`src/pkg/scm_pkg.sv`:
```
// shared constants for the system clock mode control block
package scm_pkg;

	// ******************************************************
	// register indices and byte addresses
	// ******************************************************
	localparam logic [7:0] IDX_SRC_GEAR   = 8'hE1;
	localparam logic [7:0] IDX_OUT_HALT   = 8'hE2;
	localparam logic [7:0] IDX_NOISE      = 8'hE3;
	localparam logic [7:0] IDX_PROTECT    = 8'hE4;
	localparam logic [7:0] IDX_DBL_CTRL   = 8'hE8;
	localparam logic [7:0] IDX_DBL_SET    = 8'hE9;
	localparam logic [9:0] ADDR_SRC_GEAR  = {IDX_SRC_GEAR, 2'h0};
	localparam logic [9:0] ADDR_OUT_HALT  = {IDX_OUT_HALT, 2'h0};
	localparam logic [9:0] ADDR_NOISE     = {IDX_NOISE, 2'h0};
	localparam logic [9:0] ADDR_PROTECT   = {IDX_PROTECT, 2'h0};
	localparam logic [9:0] ADDR_DBL_CTRL  = {IDX_DBL_CTRL, 2'h0};
	localparam logic [9:0] ADDR_DBL_SET   = {IDX_DBL_SET, 2'h0};

	// ******************************************************
	// reset values and fields
	// ******************************************************
	localparam logic       RST_SRC_SEL    = 1'h0;
	localparam logic [2:0] RST_GEAR       = 3'h4;
	localparam logic       RST_OUT_SEL    = 1'h0;
	localparam logic [1:0] RST_WARMUP     = 2'h2;
	localparam logic [1:0] RST_HALT_TYPE  = 2'h3;
	localparam logic       RST_PIN_HOLD   = 1'h0;
	localparam logic [6:0] RST_NOISE      = 7'h23;
	localparam logic [3:0] RST_DBL_CTRL   = 4'h0;
	localparam logic [7:0] RST_DBL_SET    = 8'h13;
	localparam logic [7:0] PROTECT_OFF    = 8'h1F;
	localparam int         BIT_SRC_SEL    = 3;
	localparam int         BIT_OUT_SEL    = 6;
	localparam int         BIT_PIN_HOLD   = 0;
	localparam int         NZ_LATCH_EN    = 3;
	localparam int         NZ_EXT_CLK     = 2;
	localparam int         NZ_DRV_HIGH    = 1;
	localparam int         NZ_DRV_LOW     = 0;

	// ******************************************************
	// gear codes, halt codes, warm-up codes
	// ******************************************************
	localparam logic [2:0] GEAR_DIV16     = 3'h4;
	localparam logic [1:0] HALT_STOP      = 2'h1;
	localparam logic [1:0] HALT_LIGHT     = 2'h2;
	localparam logic [1:0] HALT_FULL      = 2'h3;
	localparam logic [1:0] WU_CODE_8      = 2'h1;
	localparam logic [1:0] WU_CODE_14     = 2'h2;
	localparam logic [1:0] WU_CODE_16     = 2'h3;
	localparam logic [16:0] WU_CNT_8      = 17'h00100;
	localparam int          WU_CNT_14     = 16384;
	localparam int          WU_CNT_16     = 65536;

	typedef enum logic [3:0] {
		SCM_RUN   = 4'b0001,
		SCM_STOP  = 4'b0010,
		SCM_LIGHT = 4'b0100,
		SCM_FULL  = 4'b1000
	} scm_state_t;

endpackage

```
`src/rtl/scm_clock_mode.sv`:
```
// system clock source, gear, clock output, warm-up, halt and protection control
// ******************************************************
// ******************************************************
`timescale 1ns/100ps
module scm_clock_mode
	import scm_pkg::*;
#(
	parameter int WU_CYC_14 = WU_CNT_14,
	parameter int WU_CYC_16 = WU_CNT_16
) (
	input  wire logic       sys_clk,
	input  wire logic       rst,
	input  wire logic [9:0] avs_address,
	input  wire logic       avs_read,
	input  wire logic       avs_write,
	input  wire logic [7:0] avs_writedata,
	output logic      [7:0] avs_readdata,
	output logic            avs_waitrequest,
	input  wire logic       low_freq_clock,
	input  wire logic       warmup_start,
	input  wire logic       halt_req,
	input  wire logic       wake_req,
	output logic            cpu_clk_en,
	output logic            periph_clk_en,
	output logic            clock_output_pin,
	output logic            warmup_busy,
	output logic            halt_pins_off,
	output logic            halt_pins_hold,
	output logic      [1:0] halt_mode,
	output logic            latch_strobe_output_enable,
	output logic            external_clock_input_select,
	output logic            high_osc_drive_strength,
	output logic            low_osc_drive_strength
);

	// ******************************************************
	// registers and bus slave
	// ******************************************************
	logic       src_sel_ff,   nxt_src_sel;
	logic [2:0] gear_ff,      nxt_gear;
	logic       out_sel_ff,   nxt_out_sel;
	logic [1:0] warmup_ff,    nxt_warmup;
	logic [1:0] halt_type_ff, nxt_halt_type;
	logic       pin_hold_ff,  nxt_pin_hold;
	logic [6:0] noise_ff,     nxt_noise;
	logic       protect_ff,   nxt_protect;
	logic [3:0] dbl_ctrl_ff,  nxt_dbl_ctrl;
	logic [7:0] dbl_set_ff,   nxt_dbl_set;
	logic       wait_ff,      nxt_wait;
	logic [7:0] rdata_ff,     nxt_rdata;
	logic       wr_take;

	assign wr_take = avs_write && !wait_ff;

	always_comb begin
		nxt_src_sel   = src_sel_ff;
		nxt_gear      = gear_ff;
		nxt_out_sel   = out_sel_ff;
		nxt_warmup    = warmup_ff;
		nxt_halt_type = halt_type_ff;
		nxt_pin_hold  = pin_hold_ff;
		nxt_noise     = noise_ff;
		nxt_protect   = protect_ff;
		nxt_dbl_ctrl  = dbl_ctrl_ff;
		nxt_dbl_set   = dbl_set_ff;
		nxt_rdata     = rdata_ff;
		// one wait state per access, then release for a single cycle
		nxt_wait      = !(wait_ff && (avs_read || avs_write));
		if (avs_read && wait_ff) begin
			// undefined bits return zero
			unique case (avs_address)
				ADDR_SRC_GEAR: nxt_rdata = {4'h0, src_sel_ff, gear_ff};
				ADDR_OUT_HALT: nxt_rdata = {1'b0, out_sel_ff, warmup_ff, halt_type_ff,
				                            1'b0, pin_hold_ff};
				ADDR_NOISE:    nxt_rdata = {protect_ff, noise_ff};
				ADDR_DBL_CTRL: nxt_rdata = {dbl_ctrl_ff, 4'h0};
				ADDR_DBL_SET:  nxt_rdata = dbl_set_ff;
				default:       nxt_rdata = 8'h00;
			endcase
		end
		if (wr_take && avs_address == ADDR_PROTECT) begin
			nxt_protect = (avs_writedata != PROTECT_OFF);
		end else if (wr_take && !protect_ff) begin
			// protection blocks every other register while on
			unique case (avs_address)
				ADDR_SRC_GEAR: begin
					nxt_src_sel = avs_writedata[BIT_SRC_SEL];
					nxt_gear    = avs_writedata[2:0];
				end
				ADDR_OUT_HALT: begin
					nxt_out_sel   = avs_writedata[BIT_OUT_SEL];
					nxt_warmup    = avs_writedata[5:4];
					nxt_halt_type = avs_writedata[3:2];
					nxt_pin_hold  = avs_writedata[BIT_PIN_HOLD];
				end
				ADDR_NOISE:    nxt_noise    = avs_writedata[6:0];
				ADDR_DBL_CTRL: nxt_dbl_ctrl = avs_writedata[7:4];
				ADDR_DBL_SET:  nxt_dbl_set  = avs_writedata;
				default:       nxt_noise    = noise_ff;
			endcase
		end
	end

	always_ff @(posedge sys_clk) begin
		if (rst) begin
			src_sel_ff   <= RST_SRC_SEL;
			gear_ff      <= RST_GEAR;
			out_sel_ff   <= RST_OUT_SEL;
			warmup_ff    <= RST_WARMUP;
			halt_type_ff <= RST_HALT_TYPE;
			pin_hold_ff  <= RST_PIN_HOLD;
			noise_ff     <= RST_NOISE;
			protect_ff   <= 1'b0;
			dbl_ctrl_ff  <= RST_DBL_CTRL;
			dbl_set_ff   <= RST_DBL_SET;
			wait_ff      <= 1'b1;
			rdata_ff     <= 8'h00;
		end else begin
			src_sel_ff   <= nxt_src_sel;
			gear_ff      <= nxt_gear;
			out_sel_ff   <= nxt_out_sel;
			warmup_ff    <= nxt_warmup;
			halt_type_ff <= nxt_halt_type;
			pin_hold_ff  <= nxt_pin_hold;
			noise_ff     <= nxt_noise;
			protect_ff   <= nxt_protect;
			dbl_ctrl_ff  <= nxt_dbl_ctrl;
			dbl_set_ff   <= nxt_dbl_set;
			wait_ff      <= nxt_wait;
			rdata_ff     <= nxt_rdata;
		end
	end

	// ******************************************************
	// clock source, gear and clock output
	// ******************************************************
	logic       gear_tick;
	logic       lf_s1_ff, lf_s2_ff, lf_s3_ff;
	logic       lf_lvl_ff, nxt_lf_lvl;
	logic       lf_tick_ff, nxt_lf_tick;
	logic       cur_src_ff, nxt_cur_src;
	logic       sel_tick;
	logic       out_tick;
	logic       clk_out_ff, nxt_clk_out;
	logic       cpu_en_ff, nxt_cpu_en;
	logic       per_en_ff, nxt_per_en;
	scm_state_t state_ff, nxt_state;

	scm_gear_div u_gear (
		.sys_clk   (sys_clk),
		.rst       (rst),
		.gear_code (gear_ff),
		.gear_tick (gear_tick)
	);

	assign sel_tick = cur_src_ff ? lf_tick_ff : gear_tick;
	assign out_tick = out_sel_ff ? gear_tick : lf_tick_ff;

	always_comb begin
		// a pin change only counts once the last two stages agree
		nxt_lf_lvl  = (lf_s2_ff == lf_s3_ff) ? lf_s3_ff : lf_lvl_ff;
		nxt_lf_tick = nxt_lf_lvl && !lf_lvl_ff;
		// switch source on a tick of the old one: no runt clock
		nxt_cur_src = sel_tick ? src_sel_ff : cur_src_ff;
		// output pin frozen in stop, it has no clock to show
		nxt_clk_out = (out_tick && state_ff != SCM_STOP) ? !clk_out_ff : clk_out_ff;
		nxt_cpu_en  = sel_tick && state_ff == SCM_RUN;
		nxt_per_en  = sel_tick && (state_ff == SCM_RUN || state_ff == SCM_FULL);
	end

	always_ff @(posedge sys_clk) begin
		if (rst) begin
			lf_s1_ff   <= 1'b0;
			lf_s2_ff   <= 1'b0;
			lf_s3_ff   <= 1'b0;
			lf_lvl_ff  <= 1'b0;
			lf_tick_ff <= 1'b0;
			cur_src_ff <= RST_SRC_SEL;
			clk_out_ff <= 1'b0;
			cpu_en_ff  <= 1'b0;
			per_en_ff  <= 1'b0;
		end else begin
			lf_s1_ff   <= low_freq_clock;
			lf_s2_ff   <= lf_s1_ff;
			lf_s3_ff   <= lf_s2_ff;
			lf_lvl_ff  <= nxt_lf_lvl;
			lf_tick_ff <= nxt_lf_tick;
			cur_src_ff <= nxt_cur_src;
			clk_out_ff <= nxt_clk_out;
			cpu_en_ff  <= nxt_cpu_en;
			per_en_ff  <= nxt_per_en;
		end
	end

	// ******************************************************
	// warm-up timer and halt control
	// ******************************************************
	logic [16:0] wu_cnt_ff, nxt_wu_cnt;
	logic        wu_busy_ff, nxt_wu_busy;
	logic        pins_off_ff, nxt_pins_off;
	logic        pins_hold_ff, nxt_pins_hold;
	logic        stop_like;

	function automatic logic [16:0] wu_length(input logic [1:0] code);
		unique case (code)
			WU_CODE_8:  wu_length = WU_CNT_8;
			WU_CODE_14: wu_length = 17'(WU_CYC_14);
			WU_CODE_16: wu_length = 17'(WU_CYC_16);
			default:    wu_length = 17'(WU_CYC_14);
		endcase
	endfunction

	assign stop_like = (state_ff == SCM_STOP) || (state_ff == SCM_LIGHT);

	always_comb begin
		nxt_wu_cnt  = wu_cnt_ff;
		nxt_wu_busy = wu_busy_ff;
		// a start while counting is ignored, the running count stands
		if (warmup_start && !wu_busy_ff) begin
			nxt_wu_busy = 1'b1;
			nxt_wu_cnt  = 17'(wu_length(warmup_ff) - 17'h1);
		end else if (wu_busy_ff) begin
			if (wu_cnt_ff == 17'h0) begin
				nxt_wu_busy = 1'b0;
			end else begin
				nxt_wu_cnt = wu_cnt_ff - 17'h1;
			end
		end
		nxt_state = state_ff;
		unique case (state_ff)
			SCM_RUN: begin
				if (halt_req) begin
					unique case (halt_type_ff)
						HALT_STOP:  nxt_state = SCM_STOP;
						HALT_LIGHT: nxt_state = SCM_LIGHT;
						HALT_FULL:  nxt_state = SCM_FULL;
						default:    nxt_state = SCM_RUN;
					endcase
				end
			end
			SCM_STOP, SCM_LIGHT, SCM_FULL: begin
				if (wake_req) begin
					nxt_state = SCM_RUN;
				end
			end
			default: nxt_state = SCM_RUN;
		endcase
		nxt_pins_off  = stop_like && !pin_hold_ff;
		nxt_pins_hold = stop_like && pin_hold_ff;
	end

	always_ff @(posedge sys_clk) begin
		if (rst) begin
			wu_cnt_ff    <= 17'h0;
			wu_busy_ff   <= 1'b0;
			state_ff     <= SCM_RUN;
			pins_off_ff  <= 1'b0;
			pins_hold_ff <= 1'b0;
		end else begin
			wu_cnt_ff    <= nxt_wu_cnt;
			wu_busy_ff   <= nxt_wu_busy;
			state_ff     <= nxt_state;
			pins_off_ff  <= nxt_pins_off;
			pins_hold_ff <= nxt_pins_hold;
		end
	end

	assign avs_readdata                = rdata_ff;
	assign avs_waitrequest             = wait_ff;
	assign cpu_clk_en                  = cpu_en_ff;
	assign periph_clk_en               = per_en_ff;
	assign clock_output_pin            = clk_out_ff;
	assign warmup_busy                 = wu_busy_ff;
	assign halt_pins_off               = pins_off_ff;
	assign halt_pins_hold              = pins_hold_ff;
	assign halt_mode                   = halt_type_ff;
	assign latch_strobe_output_enable  = noise_ff[NZ_LATCH_EN];
	assign external_clock_input_select = noise_ff[NZ_EXT_CLK];
	assign high_osc_drive_strength     = noise_ff[NZ_DRV_HIGH];
	assign low_osc_drive_strength      = noise_ff[NZ_DRV_LOW];

	// ******************************************************
	// assertions
	// ******************************************************
	property p_cpu_src;
		@(posedge sys_clk) disable iff (rst)
		cpu_en_ff |-> $past(cur_src_ff ? lf_tick_ff : gear_tick);
	endproperty
	a_cpu_src: assert property (p_cpu_src) else $error("cpu enable not from selected source");

	property p_clkout;
		@(posedge sys_clk) disable iff (rst)
		$changed(clk_out_ff) |-> $past(out_sel_ff ? gear_tick : lf_tick_ff);
	endproperty
	a_clkout: assert property (p_clkout) else $error("clock output toggled off its tick");

	property p_warmup;
		@(posedge sys_clk) disable iff (rst)
		(warmup_start && !wu_busy_ff && warmup_ff == WU_CODE_8)
			|=> wu_busy_ff ##255 wu_busy_ff ##1 !wu_busy_ff;
	endproperty
	a_warmup: assert property (p_warmup) else $error("short warm-up length wrong");

	property p_halt_stop;
		@(posedge sys_clk) disable iff (rst)
		(state_ff == SCM_RUN && halt_req && halt_type_ff == HALT_STOP) |=> state_ff == SCM_STOP;
	endproperty
	a_halt_stop: assert property (p_halt_stop) else $error("stop not entered");

	property p_pins;
		@(posedge sys_clk) disable iff (rst)
		pins_off_ff |-> $past(stop_like && !pin_hold_ff) && !pins_hold_ff;
	endproperty
	a_pins: assert property (p_pins) else $error("pins off without cause");

	property p_prot_on;
		@(posedge sys_clk) disable iff (rst)
		(wr_take && avs_address == ADDR_PROTECT && avs_writedata != PROTECT_OFF) |=> protect_ff;
	endproperty
	a_prot_on: assert property (p_prot_on) else $error("protection not turned on");

	property p_prot_off;
		@(posedge sys_clk) disable iff (rst)
		(wr_take && avs_address == ADDR_PROTECT && avs_writedata == PROTECT_OFF) |=> !protect_ff;
	endproperty
	a_prot_off: assert property (p_prot_off) else $error("protection not turned off");

	property p_prot_block;
		@(posedge sys_clk) disable iff (rst)
		(protect_ff && wr_take && avs_address == ADDR_SRC_GEAR) |=> $stable(gear_ff);
	endproperty
	a_prot_block: assert property (p_prot_block) else $error("protected write landed");

	property p_src_edge;
		@(posedge sys_clk) disable iff (rst)
		$changed(cur_src_ff) |-> $past(sel_tick);
	endproperty
	a_src_edge: assert property (p_src_edge) else $error("source switched off boundary");

endmodule // scm_clock_mode

```
`src/rtl/scm_gear_div.sv`:
```
// high-frequency clock gear divider, one tick per geared cycle
`timescale 1ns/100ps
module scm_gear_div
	import scm_pkg::*;
(
	input  wire logic       sys_clk,
	input  wire logic       rst,
	input  wire logic [2:0] gear_code,
	output logic            gear_tick
);

	logic [3:0] cnt_ff;
	logic [3:0] nxt_cnt;
	logic [2:0] gear_ff;
	logic [2:0] nxt_gear;
	logic       tick_ff;
	logic       nxt_tick;

	// reserved codes fall back to the slowest legal gear
	function automatic logic [2:0] legal_gear(input logic [2:0] code);
		legal_gear = (code > GEAR_DIV16) ? GEAR_DIV16 : code;
	endfunction

	function automatic logic [3:0] gear_limit(input logic [2:0] code);
		gear_limit = 4'((5'h1 << code) - 5'h1);
	endfunction

	always_comb begin
		nxt_cnt  = cnt_ff;
		nxt_gear = gear_ff;
		nxt_tick = 1'b0;
		if (cnt_ff >= gear_limit(gear_ff)) begin
			nxt_cnt  = 4'h0;
			nxt_tick = 1'b1;
			// new gear only at a wrap, so no period is ever cut short
			nxt_gear = legal_gear(gear_code);
		end else begin
			nxt_cnt = cnt_ff + 4'h1;
		end
	end

	always_ff @(posedge sys_clk) begin
		if (rst) begin
			cnt_ff  <= 4'h0;
			gear_ff <= RST_GEAR;
			tick_ff <= 1'b0;
		end else begin
			cnt_ff  <= nxt_cnt;
			gear_ff <= nxt_gear;
			tick_ff <= nxt_tick;
		end
	end

	assign gear_tick = tick_ff;

endmodule // scm_gear_div

```
`config.mk`:
```
export PLATFORM = sky130hd
export DESIGN_NAME = scm_clock_mode
export DESIGN_NICKNAME = d
export VERILOG_FILES = /design/src/pkg/scm_pkg.sv /design/src/rtl/scm_clock_mode.sv /design/src/rtl/scm_gear_div.sv
export SDC_FILE = /design/constraint.sdc
export NUM_CORES = 1
export LEC_CHECK = 0
export BUFFER_PORTS_ARGS = -buffer_cell sky130_fd_sc_hd__buf_2
export CORE_UTILIZATION = 52
export DETAILED_ROUTE_END_ITERATION = 6
export PLACE_DENSITY = 0.75
export SLEW_MARGIN = 20
export SYNTH_ARGS = -nofsm -noshare
export SYNTH_HDL_FRONTEND = slang
export SYNTH_SLANG_ARGS = --single-unit
```
`constraint.sdc`:
```
create_clock -name sys_clk -period 2.7 [get_ports sys_clk]
set_clock_uncertainty 0.1 [all_clocks]
set_input_delay 0.54 -clock sys_clk [delete_from_list [all_inputs] [get_ports sys_clk]]
set_output_delay 0.54 -clock sys_clk [all_outputs]
set_load 0.02 [all_outputs]
```
Yosys cells after proc, flatten, opt, wreduce, memory -nomap -nowiden

Index checks and enable logic that the tools add are counted.

Register bits: 80
Output and inout port bits: 21
Word-level logic and storage cells: 109

Add/subtract/negate cells: 4
Order comparisons: 2
Eq/ne operators: 21
Shifts and indexed selects: 1
Muxes and demuxes: 18
Bitwise gates (word level): 1
Reductions and logical operators: 33

Operator list:

| operator                                                              | number |
|---|---|
| 17-bit two-way mux                                                    | 4 |
| 10-bit equality test, second input constant                           | 6 |
| 8-bit one-hot mux with 5 select lines                                 | 1 |
| 17-bit one-hot mux with 2 select lines                                | 1 |
| 17-bit by 1-bit subtractor with 17-bit output, second input constant  | 2 |
| 17-bit logical NOT                                                    | 1 |
| 3-bit AND reduction                                                   | 5 |
| 1-bit logical AND                                                     | 12 |
| 4-bit one-hot mux with 3 select lines                                 | 1 |
| 4-bit two-way mux                                                     | 2 |
| 8-bit by 5-bit != test with 1-bit output, second input constant       | 1 |
| 4-bit one-hot mux with 2 select lines                                 | 1 |
| 1-bit logical NOT                                                     | 7 |
| 1-bit two-way mux                                                     | 7 |
| 2-bit equality test, second input constant                            | 3 |
| 2-bit != test, second input constant                                  | 3 |
| 4-bit by 1-bit adder with 4-bit output, second input constant         | 1 |
| 2-bit by 1-bit equality test with 1-bit output, second input constant | 2 |
| 4-bit by 1-bit equality test with 1-bit output, second input constant | 1 |
| 4-bit by 2-bit equality test with 1-bit output, second input constant | 1 |
| 4-bit by 3-bit equality test with 1-bit output, second input constant | 1 |
| 4-bit equality test, second input constant                            | 1 |
| 4-bit greater-or-equal comparator                                     | 1 |
| 4-bit by 2-bit != test with 1-bit output, second input constant       | 1 |
| other kinds (11)                                                      | 14 |

Depth between registers and ports, before layout

Depth in word-level cells: 5
Mapped depth: 10
Mapped depth without buffers: 8

Hierarchy

A second synthesis with hierarchy kept.

Cells, all modules: 393
Area total of the unflattened synthesis: 3,733.6 um^2

Modules (own cells, without submodules):

| module         | times used | cells an instance | area each (um^2) |
|---|---|---|---|
| scm_clock_mode | 1          | 345               | 3,275.6 |
| scm_gear_div   | 1          | 48                | 457.9 |

Least setup slack after synthesis

No wires, ideal clock.

Kind: input to register
Start: input port warmup_start
End: register wu_cnt_ff[14]
Library setup time: 86 ps
Arrival: 2,366 ps
Data required time: 2,514 ps
Slack: 148 ps
Cell stages on the path: 10
Buffers on the path: 2
Cell sequence: nand2b_1 -> clkbuf_1 -> nand2_1 -> ha_1 -> clkbuf_1 -> inv_1 -> a211oi_1 -> nand4b_1 -> xor2_1 -> a211oi_1

Longest elaborated chain between the ends: 3

RTL lines:

| element                                                              | RTL line              | RTL |
|---|---|---|
| start, declared                                                      | scm_clock_mode.sv:20  | `input wire logic warmup_start,` |
| 1-bit logical AND *                                                  | scm_clock_mode.sv:219 | `if (warmup_start && !wu_busy_ff) begin` |
| 2-bit != test (no source line) or 2-bit nonzero test (tied branches) | --                    |  |
| 2-bit AND reduction (no source line)                                 | --                    |  |
| end signal, assigned                                                 | scm_clock_mode.sv:260 | `wu_cnt_ff <= nxt_wu_cnt;` |
| end, declared                                                        | scm_clock_mode.sv:198 | `logic [16:0] wu_cnt_ff, nxt_wu_cnt;` |

Every way passes the cells marked *; elsewhere a longest branch is shown, timed or not.
A chain may end at the register's enable or synchronous reset.

Worst setup path after layout

Start: register wu_cnt_ff[5]
End: register wu_cnt_ff[7]

Longest elaborated chain between the ends: 4

RTL lines:

| element                                       | RTL line              | RTL |
|---|---|---|
| 17-bit by 1-bit subtractor with 17-bit output | scm_clock_mode.sv:226 | `nxt_wu_cnt = wu_cnt_ff - 17'h1;` |
| 17-bit two-way mux                            | scm_clock_mode.sv:223 | `if (wu_cnt_ff == 17'h0) begin` |
| 17-bit two-way mux                            | scm_clock_mode.sv:222 | `end else if (wu_busy_ff) begin` |
| 17-bit two-way mux                            | scm_clock_mode.sv:219 |  |

Parallel ways exist; a longest one is shown, timed or not. The select of a mux whose other input is x is not followed.

==> key figures <==
Yosys
  – Post-Synth Adder-Cell Area: 2.254%
  – Post-Synthesis Cell Area: 3885 sq um
  – Mux cell area share after synthesis: 6.023%
  – Synth cell types: 60
  – Synthesized net count: 481
  – EDFF count, synth: 0
  – Ys Warns: 0
  – Post-Synth XOR/XNOR Area: 2.480%
  – Seq/Total Area, Yosys: 41.22%
  – Mapped Avg Cell Area: 8.672 sq um
  – Synth Area in Compound Gates: 16.07%
  – Top FF cell, synth: dfxtp_1
  – Post-synth ARST share: 0%
  – Largest family of logic cells by synthesized area: simple AND/OR/NAND/NOR gates
  – Synth Area in Simple Gates: 27.60%
  – Cell count after synthesis: 448
  – FF+latch count, synth: 80

Layout
  – Most frequent cells in the layout: dfxtp_1 (80), nand2_1 (49), buf_2 (46)
  – Layout cell share with drive strength beyond 1: 20.00%
  – Ant. Diodes: 0
  – Net count reported at finish: 529
  – Non-Filler Instances: 599
  – Filler Cell Count: 657
  – Area grow syn2layout: 12.88%
  – Commonest non-fill, non-tap cell in the layout: dfxtp_1

Global route
  – Total global routing overflow: 0
  – Vias in the first global route: 3072
  – First-pass GRT wire length: 14720 um
  – Antenna violations before repair: 0
  – Largest net degree at the start of global routing: 26
  – GRT Total Usage: 24.48%

Min path
  – Hold Crit Start: low_freq_clock
  – End of the worst hold path: lf_s1_ff$_SDFF_PP0_
  – Hold Path Class: in -> reg
  – Hold path depth: 2

Setup path
  – Worst reg2reg setup slack: 0.22 ns
  – CP max FO: 18
  – Data required time of the critical path: 2.87 ns
  – Crit path DAT: 2.64 ns
  – Critical Path Sink Type: flop
  – Reg2Reg Depth: 5
  – Crit start category: flop
  – Reg2reg start: wu_cnt_ff[5]$_SDFFE_PP0P_
  – WS Path Type: reg -> reg
  – FF-to-FF End: wu_cnt_ff[7]$_SDFFE_PP0P_
  – Crit path from: wu_cnt_ff[5]$_SDFFE_PP0P_

CTS
  – Worst-Skew Late Latency: 0.35 ns
  – CTS tree: built
  – Htree depth: 3
  – Postcts setup bufs: 0
  – CTS resizes: 0
  – CTS buffer count: 9
  – Clock buffer depth: 2
  – Clock Tree Root: clkbuf_8
  – Worst-path clk slew: 0.08 ns
  – Hold_buf cts: 0
  – CTS sink cnt: 80

Floorplan
  – Die Y: 88.44 um
  – Die area: 7821 sq um
  – Initial core utilization: 53.56%
  – Core region area: 7253 sq um
  – DIE WIDTH: 88.44 um
  – Rows: 31
  – Number of I/O pins: 47

Status
  – Run status: finished clean

Detailed routing
  – Starting DRT DRC Count: 201
  – DR pass1 iterations: 5
  – Routed WL: 9058 um
  – Final ANT Viol Nets: 0
  – Met3 Wirelength: 544 um
  – DR top layer: met4
  – Vias: 3532
  – DR DRC count: 0
  – M1 WL: 4029 um
  – DR vias/cell: 5.896
  – Post-DR wirelength/cell: 15.12 um
  – Met2 routed WL: 4371 um

STA
  – Unrepaired setup endpoints after global routing: no
  – Setup_tns: 0 ns
  – Tcrit/Tclk final: 91.72%
  – Max Freq: 403.8 MHz
  – Final slew viol count: 0
  – Slew HR: 41.33%
  – Final min period: 2.476 ns
  – Final Hold Viols: 0
  – Setup-failing EPs final: 0
  – Measured slew at the worst slew-check pin: 0.8773 ns

Placed design
  – Post-DP HPWL: 6409 um
  – IO Port Bufs: 46
  – GPL Wtd Cong: 0.8541
  – Inst Count DP: 584

Power
  – PD cells: 564.4 nW/um^2
  – Internal power: 1754 uW
  – Clk pwr share: 31.6%
  – Lkg Pwr: 0.001801 uW
  – Worst vdd ir: 0.3132 mV
  – Sw Ratio: 29.15%
  – Gate power share: 16.4%
  – Sequential Power Share: 52.0%
  – Net switching power: 721.6 uW

Job
  – MaxCap Viol Count: 0
[stage by stage]
step                      power [uW]  setup WS, ns  area [sq um]  hold slack [ns]  util [%]
after floorplan                 1603        0.1481          3885           0.3138         -
after global placement          1703        0.3733          4214           0.3167     58.10
after detailed placement        1714        0.2533          4214           0.3342     58.10
after CTS                       2494        0.2312          4385           0.3063     60.46
after global routing            2601       0.03769          4385           0.3124     60.46
final                           2475        0.2236          4385           0.3084     60.46
[cell families (layout without fill, tap and decap cells)]
family,Yosys count,count (layout)
compound gates,95,95
xor+xnor,11,11
fa+ha+maj,7,7
buf+inv,33,85
flops,80,80
mux,23,23
simple gates,199,199
[state kept, by name, summed over array words and instances, names as in the netlist, 2 cells and up]
register / cells
wu_cnt_ff: 17
avs_readdata: 8
dbl_set_ff: 8
noise_ff: 7
dbl_ctrl_ff: 4
state_ff: 4
u_gear.cnt_ff: 4
gear_ff: 3
u_gear.gear_ff: 3
halt_mode: 2
warmup_ff: 2
[power groups by stage]
stage                     registers (uW)  clock network, uW  logic [uW]
after floorplan                     1300                  0         305
after global placement              1310                  0         394
after detailed placement            1310                  0         402
after CTS                           1280                805         404
after global routing                1290                859         448
final                               1290                783         406
[per-layer routing]
metal	vias up	track usage [%]
li1	1729	-
met1	1684	32.15
met2	107	39.72
met3	12	6.250
met4	0	7.331
met5	-	0
[cells in the mapped netlist (2+ instances only)]
cell type | n | area share [%]
mux2_2 | 3 | 0.87
buf_6 | 4 | 1.2
o32ai_1 | 2 | 0.45
o21ai_0 | 18 | 2.3
a22oi_1 | 3 | 0.58
or2_2 | 3 | 0.48
clkbuf_1 | 13 | 1.3
or3_2 | 4 | 0.77
mux2i_1 | 20 | 5.2
o211ai_1 | 3 | 0.58
o221ai_1 | 2 | 0.45
inv_1 | 11 | 1.1
nor3_1 | 15 | 1.9
xnor2_1 | 8 | 1.8
nor3b_1 | 2 | 0.39
or4_4 | 2 | 0.58
a31oi_1 | 8 | 1.3
and2_1 | 2 | 0.32
ha_1 | 7 | 2.3
nand4b_1 | 4 | 0.90
or4_1 | 2 | 0.39
nand2b_1 | 5 | 0.81
nor2b_1 | 6 | 0.97
or3_1 | 8 | 1.3
a211oi_1 | 5 | 0.97
nand2_1 | 49 | 4.7
buf_2 | 3 | 0.39
a21oi_1 | 29 | 3.7
o31ai_1 | 2 | 0.39
nor4_1 | 7 | 1.1
nand3_1 | 31 | 4.0
a32oi_1 | 4 | 0.90
nor4bb_1 | 2 | 0.52
nor4_2 | 3 | 0.97
o2bb2ai_1 | 3 | 0.68
a222oi_1 | 3 | 0.77
nand4_1 | 2 | 0.32
xor2_1 | 3 | 0.68
a21o_1 | 4 | 0.77
and3_2 | 3 | 0.58
dfxtp_1 | 80 | 41
and3_1 | 3 | 0.48
nor2_1 | 37 | 3.6
nand3b_1 | 4 | 0.77
[worst max-delay path, stage by stage (launching register included)]
cell,delay (ns)
dfxtp_1,0.34
or4_4,0.58
nor4_4,0.46
a31oi_2,0.43
and4_4,0.34
nor3_1,0.13
[worst max path at each step]
stage,to,slack [ns]
floorplan,wu_cnt_ff[14]$_SDFFE_PP0P_,0.15
global placement,wu_cnt_ff[7]$_SDFFE_PP0P_,0.37
detailed placement,wu_cnt_ff[7]$_SDFFE_PP0P_,0.25
CTS,wu_cnt_ff[7]$_SDFFE_PP0P_,0.23
global route,wu_cnt_ff[7]$_SDFFE_PP0P_,0.04
finish,wu_cnt_ff[7]$_SDFFE_PP0P_,0.22
[layout make-up]
| cell class | count | area (sq um) | share of cell area (%) |
|---|---|---|---|
| multi-input cells | 335 | 2120 | 48.33 |
| repair buffers | 59 | 327.8 | 7.475 |
| well taps | 99 | 123.9 | 2.825 |
| clock inverters | 4 | 30.03 | 0.6847 |
| inverters | 11 | 41.29 | 0.9415 |
| clock buffers | 11 | 141.4 | 3.224 |
| flip-flops and latches | 80 | 1602 | 36.52 |
No activity file was read; power rests on OpenSTA's default activity.
